File: src/pkg/cif_pkg.sv
package cif_pkg;

  // bus geometry
  localparam int unsigned ADDR_W = 12;
  localparam int unsigned DATA_W = 32;

  // register byte offsets
  localparam logic [11:0] OFF_IRQ_STATUS  = 12'h01C;
  localparam logic [11:0] OFF_XFER_STATUS = 12'h020;
  localparam logic [11:0] OFF_IRQ_CLEAR   = 12'h024;
  localparam logic [11:0] OFF_IRQ_ENABLE  = 12'h028;

  // interrupt flag bit positions
  localparam int unsigned BIT_TIMER_C  = 5;
  localparam int unsigned BIT_TIMER_B  = 4;
  localparam int unsigned BIT_TIMER_A  = 3;
  localparam int unsigned BIT_XFER_ERR = 2;

  // transfer status error bit positions
  localparam int unsigned BIT_RX_BREAK  = 6;
  localparam int unsigned BIT_RX_FRAME  = 5;
  localparam int unsigned BIT_RX_PARITY = 4;
  localparam int unsigned BIT_RX_OVF    = 0;
  localparam int unsigned BIT_TX_OVF    = 8;
  localparam int unsigned BIT_RX_RETRY  = 22;
  localparam int unsigned BIT_TX_RETRY  = 30;

  // timer event lanes
  localparam int unsigned TIMER_A = 0;
  localparam int unsigned TIMER_B = 1;
  localparam int unsigned TIMER_C = 2;

  typedef struct packed {
    logic [ADDR_W-1:0] paddr;
    logic              pwrite;
    logic              psel;
    logic              penable;
    logic [DATA_W-1:0] pwdata;
  } cif_apb_req_s;

  typedef struct packed {
    logic rxBreakError;
    logic rxFrameError;
    logic rxParityError;
    logic rxBufferOverflow;
    logic txBufferOverflow;
    logic rxRetryLimitError;
    logic txRetryLimitError;
  } cif_err_s;

  typedef struct packed {
    logic timerCIrqFlag;
    logic timerBIrqFlag;
    logic timerAIrqFlag;
    logic transferErrorIrqFlag;
  } cif_flags_s;

  typedef struct packed {
    cif_flags_s        irqFlags;
    cif_flags_s        irqEnable;
    cif_err_s          transferStatus;
    logic [DATA_W-1:0] prdata;
  } cif_state_s;

  localparam cif_flags_s        FLAGS_RST = '0;
  localparam cif_err_s          ERR_RST   = '0;
  localparam logic [DATA_W-1:0] WORD_ZERO = 32'h0000_0000;

  // flag set to bus word
  function automatic logic [DATA_W-1:0] cif_flags_word(input cif_flags_s f);
    logic [DATA_W-1:0] w;
    w = WORD_ZERO;
    w[BIT_TIMER_C]  = f.timerCIrqFlag;
    w[BIT_TIMER_B]  = f.timerBIrqFlag;
    w[BIT_TIMER_A]  = f.timerAIrqFlag;
    w[BIT_XFER_ERR] = f.transferErrorIrqFlag;
    return w;
  endfunction

  // bus word to flag set
  function automatic cif_flags_s cif_word_flags(input logic [DATA_W-1:0] w);
    cif_flags_s f;
    f.timerCIrqFlag        = w[BIT_TIMER_C];
    f.timerBIrqFlag        = w[BIT_TIMER_B];
    f.timerAIrqFlag        = w[BIT_TIMER_A];
    f.transferErrorIrqFlag = w[BIT_XFER_ERR];
    return f;
  endfunction

  // error set to bus word
  function automatic logic [DATA_W-1:0] cif_err_word(input cif_err_s e);
    logic [DATA_W-1:0] w;
    w = WORD_ZERO;
    w[BIT_RX_BREAK]  = e.rxBreakError;
    w[BIT_RX_FRAME]  = e.rxFrameError;
    w[BIT_RX_PARITY] = e.rxParityError;
    w[BIT_RX_OVF]    = e.rxBufferOverflow;
    w[BIT_TX_OVF]    = e.txBufferOverflow;
    w[BIT_RX_RETRY]  = e.rxRetryLimitError;
    w[BIT_TX_RETRY]  = e.txRetryLimitError;
    return w;
  endfunction

  // bus word to error set
  function automatic cif_err_s cif_word_err(input logic [DATA_W-1:0] w);
    cif_err_s e;
    e.rxBreakError      = w[BIT_RX_BREAK];
    e.rxFrameError      = w[BIT_RX_FRAME];
    e.rxParityError     = w[BIT_RX_PARITY];
    e.rxBufferOverflow  = w[BIT_RX_OVF];
    e.txBufferOverflow  = w[BIT_TX_OVF];
    e.rxRetryLimitError = w[BIT_RX_RETRY];
    e.txRetryLimitError = w[BIT_TX_RETRY];
    return e;
  endfunction

  // decoded register offsets
  function automatic logic cif_mapped(input logic [ADDR_W-1:0] a);
    return (a == OFF_IRQ_STATUS) || (a == OFF_XFER_STATUS) ||
           (a == OFF_IRQ_CLEAR) || (a == OFF_IRQ_ENABLE);
  endfunction

endpackage

File: src/hdl/cif_irq_flags.sv
`timescale 1ns/1ps
module cif_irq_flags
  import cif_pkg::*;
(
  input  wire logic              clk,
  input  wire logic              arst_n,
  input  wire cif_apb_req_s      apbReq,
  output logic [DATA_W-1:0]      prdata,
  output logic                   pready,
  output logic                   pslverr,
  input  wire logic [2:0]        timerEvent,
  input  wire cif_err_s          errEvent,
  output cif_flags_s             irqFlags,
  output logic                   irq
);

  cif_state_s        s;
  cif_state_s        next_s;
  logic              setupRd;
  logic              accessWr;
  logic              mapped;
  cif_flags_s        clrFlags;
  cif_flags_s        setFlags;
  cif_err_s          clrErr;
  logic [DATA_W-1:0] rdWord;

  // bus phase decode
  assign setupRd  = apbReq.psel & ~apbReq.penable & ~apbReq.pwrite;
  assign accessWr = apbReq.psel & apbReq.penable & apbReq.pwrite;
  assign mapped   = cif_mapped(apbReq.paddr);

  // zero wait states, error on unmapped access
  assign pready  = 1'b1;
  assign pslverr = apbReq.psel & apbReq.penable & ~mapped;

  // write strobes into clear masks
  always_comb begin
    clrFlags = FLAGS_RST;
    clrErr   = ERR_RST;
    if (accessWr) begin
      case (apbReq.paddr)
        OFF_IRQ_STATUS:  clrFlags = cif_word_flags(apbReq.pwdata);
        OFF_IRQ_CLEAR:   clrFlags = cif_word_flags(apbReq.pwdata);
        OFF_XFER_STATUS: clrErr   = cif_word_err(apbReq.pwdata);
        default:         clrFlags = FLAGS_RST;
      endcase
    end
  end

  // event sources into set masks
  always_comb begin
    setFlags.timerCIrqFlag        = timerEvent[TIMER_C];
    setFlags.timerBIrqFlag        = timerEvent[TIMER_B];
    setFlags.timerAIrqFlag        = timerEvent[TIMER_A];
    setFlags.transferErrorIrqFlag = errEvent.rxBreakError
      | errEvent.rxFrameError | errEvent.rxParityError
      | errEvent.rxBufferOverflow | errEvent.txBufferOverflow
      | errEvent.rxRetryLimitError | errEvent.txRetryLimitError;
  end

  // read multiplexer
  always_comb begin
    case (apbReq.paddr)
      OFF_IRQ_STATUS:  rdWord = cif_flags_word(s.irqFlags);
      OFF_XFER_STATUS: rdWord = cif_err_word(s.transferStatus);
      OFF_IRQ_ENABLE:  rdWord = cif_flags_word(s.irqEnable);
      default:         rdWord = WORD_ZERO; // clear register is write-only
    endcase
  end

  // next state
  always_comb begin
    next_s = s;
    // set ORed after clear so a coinciding event survives
    next_s.irqFlags = cif_flags_s'((s.irqFlags & ~clrFlags) | setFlags);
    next_s.transferStatus = cif_err_s'((s.transferStatus & ~clrErr) | errEvent);
    if (accessWr && apbReq.paddr == OFF_IRQ_ENABLE) begin
      next_s.irqEnable = cif_word_flags(apbReq.pwdata);
    end
    if (setupRd) begin
      next_s.prdata = rdWord;
    end
  end

  // state register
  always_ff @(posedge clk or negedge arst_n) begin
    if (!arst_n) begin
      s.irqFlags       <= FLAGS_RST;
      s.irqEnable      <= FLAGS_RST;
      s.transferStatus <= ERR_RST;
      s.prdata         <= WORD_ZERO;
    end else begin
      s <= next_s;
    end
  end

  // outputs
  assign prdata   = s.prdata;
  assign irqFlags = s.irqFlags;
  assign irq      = |(s.irqFlags & s.irqEnable);

  logic statusWr;
  logic clearWr;
  assign statusWr = accessWr && (apbReq.paddr == OFF_IRQ_STATUS);
  assign clearWr  = accessWr &&
                    (apbReq.paddr == OFF_IRQ_STATUS || apbReq.paddr == OFF_IRQ_CLEAR);

  // helper decodes for the checks below
  logic enableWr;
  logic xferWr;
  logic anyErr;
  assign enableWr = accessWr && (apbReq.paddr == OFF_IRQ_ENABLE);
  assign xferWr   = accessWr && (apbReq.paddr == OFF_XFER_STATUS);
  assign anyErr   = |errEvent;
endmodule

File: config.mk
export PLATFORM = sky130hd
export DESIGN_NAME = cif_irq_flags
export DESIGN_NICKNAME = d
export VERILOG_FILES = /design/src/pkg/cif_pkg.sv /design/src/hdl/cif_irq_flags.sv
export SDC_FILE = /design/constraint.sdc
export NUM_CORES = 1
export LEC_CHECK = 0
export BUFFER_PORTS_ARGS = -buffer_cell sky130_fd_sc_hd__clkbuf_2
export CORE_MARGIN = 8
export CORE_UTILIZATION = 35
export DETAILED_ROUTE_END_ITERATION = 16
export PLACE_DENSITY = 0.69
export SLEW_MARGIN = 20
export SYNTH_ARGS = -nofsm -noshare
export SYNTH_HDL_FRONTEND = slang
export SYNTH_SLANG_ARGS = --single-unit
File: constraint.sdc
create_clock -name clk -period 1.25 [get_ports clk]
set_input_delay 0.125 -clock clk [delete_from_list [all_inputs] [get_ports clk]]
set_output_delay 0.125 -clock clk [all_outputs]
set_load 0.005 [all_outputs]
==> metrics.csv <==
stage,metric,value,unit
sta,fin_setup_tns,-0.970,ns
global_route,grt_pass1_vias,1244,
drt,ant_nets,0,
cells_and_area,nets,268,
global_route,grt_pass1_wl,5890,um
yosys,synth_seq_cells,24,
outcome,status,finished with violations,
floorplanning,dieWidth,81.0,um
cells_and_area,syn_to_final_growth,28.1,%
floorplanning,start_util,36.6,%
worst_hold_path,min_to,s[34]$_DFF_PN0_,
power_and_ir_drop,pwr-share-seq,53.8,%
floorplanning,rows,23,
floorplanning,die_area,6550,um^2
power_and_ir_drop,finalPower,1440,uW
clock_network,path_clk_slew,0.08,ns
place,place_area,1720,um^2
yosys,syn_area,1480,um^2
outcome,failed_checks,negative setup slack,
cells_and_area,fin_area,1890,um^2
drt,first_iter_violations,69,
power_and_ir_drop,pwr-share-clk,31.3,%
power_and_ir_drop,switching_share,24.5,%
worst_setup_path,crit_path_start_kind,input port,
worst_setup_path,cp_max_fo,4,
cells_and_area,drive_gt1_share,45.9,%
power_and_ir_drop,leakage,0.000935,uW
worst_setup_path,r2r_start,s[41]$_DFFE_PN0P_,
clock_network,cts_tree,built,
sta,setup_violations,18,
global_route,grtUsageTotal,11.4,%
worst_hold_path,worstHoldPathType,in2reg,
floorplanning,core_area,4030,um^2
job,drv_cap,0,
power_and_ir_drop,power_density,762,nW/um^2
floorplanning,chipHeight,81.0,um
sta,maxSlewHeadroom,61.2,%
place,dp_hpwl,2990,um
sta,fin_ws,-0.103,ns
worst_setup_path,required,1.40,ns
power_and_ir_drop,p_sw,354,uW
worst_setup_path,regToRegSetupSlack,0.18,ns
sta,period_share,108,%
clock_network,cts_buffers,3,
yosys,syn_area_per_cell,9.98,um^2
drt,drt_pass1_iterations,4,
place,io_buffers,50,
sta,skew,0.00199,ns
clock_network,clockBufferDepth,2,
cells_and_area,nFillCells,393,
global_route,antenna_found_initial,0,
drt,dr_total_vias,1242,
worst_setup_path,crit_type,in2reg,
sta,finalHoldViolations,0,
yosys,synthCells,148,
worst_setup_path,end_kind,flip-flop,
drt,wl_per_cell,15.2,um
sta,min_period,1.35,ns
clock_network,clkSinkCount,24,
clock_network,insertion_delay,0.26,ns
sta,hold_slack,0.0404,ns
worst_setup_path,reg2regPathDepth,3,
worst_setup_path,r2r-end,prdata[4]$_DFFE_PN0P_,
worst_hold_path,whs_path_depth,2,
sta,rsz0062_at_grt,yes,
drt,vias_per_cell,4.83,
cells_and_area,diodes,0,
sta,drv_slew,0,
drt,drc,0,
worst_setup_path,critPathLaunch,apbReq[41],
yosys,yosysWarnings,0,
clock_network,cts_htree_levels,1,
place,place.gp.congestion,0.838,
power_and_ir_drop,power_frac_comb,14.9,%
power_and_ir_drop,power.internal,1090,uW
place,place_ws,-0.393,ns
global_route,globalRouteOverflowTotal,0,
worst_setup_path,arrival,1.51,ns
yosys,ys_seq_area_share,40.7,%
clock_network,cts-root-buf,clkbuf_8,
global_route,grt_start_max_net_pins,25,
sta,worstMarginPinSlew,0.582,ns
sta,max_freq,739,MHz
drt,wl,3910,um
worst_hold_path,holdCritStartpoint,apbReq[8],
power_and_ir_drop,vdd_drop_max,0.374,mV
yosys,synth_cell_type_count,28,
floorplanning,ios,98,
[worst max-delay path by stage]
stage / endpoint / slack, ns / cells past startpoint
after global routing: s[40]$_DFFE_PN0P_ / -0.15 / 5
final: s[39]$_DFFE_PN0P_ / -0.10 / 5
after global placement: s[42]$_DFFE_PN0P_ / -0.39 / 4
after CTS: s[39]$_DFFE_PN0P_ / -0.1 / 5
after detailed placement: s[41]$_DFFE_PN0P_ / -0.39 / 4
after floorplan: s[39]$_DFFE_PN0P_ / -0.30 / 3
[area by class of cell]
type	instances	area [um^2]	area share, %
tap	50	62.6	3.31
inverter	8	30.0	1.59
clock buffer	3	41.3	2.18
sequential	24	601	31.7
multi-input combinational	99	709	37.5
timing repair buffer	73	448	23.7
[cells by family (layout without fill, tap and decap cells)]
| family | Yosys count | in the layout | share of synthesized area, % |
|---|---|---|---|
| buffers and inverters | 47 | 84 | 21.5 |
| AOI/OAI and AO/OA | 27 | 27 | 12.5 |
| other | 2 | 24 | 0.509 |
| and+or+nand+nor | 42 | 42 | 20.2 |
| DFF | 24 | 24 | 40.7 |
| muxes | 6 | 6 | 4.58 |
[cells in the mapped netlist (all sizes together)]
cell type | count | share of area, %
nand3 | 2 | 0.68
or4bb | 1 | 0.76
or3b | 2 | 1.2
nand2 | 7 | 1.8
or4 | 3 | 2.0
nand4 | 1 | 0.42
nor4 | 4 | 4.7
nand4b | 2 | 1.2
mux2 | 6 | 4.6
o21ai | 4 | 1.4
nor3b | 4 | 2.0
a21oi | 1 | 0.34
dfrtp | 24 | 41
a22o | 5 | 3.0
conb | 2 | 0.51
or4b | 1 | 0.68
a32oi | 2 | 1.2
or3 | 2 | 0.85
a22oi | 4 | 2.0
and4b | 1 | 0.68
nor3 | 1 | 0.34
buf | 39 | 19
nor2 | 11 | 2.8
inv | 8 | 2.0
a31oi | 11 | 4.7
[repair_timing]
action | CTS | global route
pin swaps | 14 | 7
hold buffers | 1 | 0
gates resized for setup | 9 | 12
setup endpoints to repair | 22 | 22
buffers inserted | 4 | 1
endpoints found under the hold margin | 24 | 0
[stage by stage]
step / cells / util [%]
6_report: 257 / 47.0
5_1_grt: 257 / 47.0
4_1_cts: 256 / 45.4
3_5_place_dp: 248 / 42.6
3_3_place_gp: 248 / 42.6
2_1_floorplan: 170 / -
[power by group through the flow]
stage / Sequential (uW) / Combinational, uW / Clock [uW]
floorplan: 792 / 127 / 0
global placement: 792 / 193 / 0
detailed placement: 792 / 195 / 0
CTS: 776 / 204 / 458
global route: 776 / 239 / 491
finish: 776 / 215 / 452
[metal layers]
| layer | vias up | GRT usage (%) | part of all wire [%] |
|---|---|---|---|
| met5 | - | 0 | 0 |
| met1 | 594 | 13.4 | 39 |
| met4 | 0 | 5.18 | 1.7 |
| li1 | 592 | - | - |
| met3 | 7 | 4.19 | 8.4 |
| met2 | 49 | 18.4 | 50 |
[critical path, cell delays in order]
cell and delay [ns]:
clkbuf_2 0.08, or4_4 0.55, nor4_4 0.26, buf_4 0.19, mux2_4 0.31
[registers in the layout (all words and copies together) (netlist names)]
signal    cells
s            11
irqFlags      4
prdata        9
[layout by cell type, fill, tap and decap left out, types with 3 or more instances in the layout]
cell type,n
nor4_4,3
mux2_4,4
nand2_1,7
buf_6,6
a31oi_1,9
dfrtp_1,24
conb_1,24
nor3b_1,4
a22oi_1,4
clkbuf_8,3
a22o_1,5
buf_4,16
inv_1,8
clkbuf_2,50
nor2_1,10
Power figures use the tool's default switching activity.
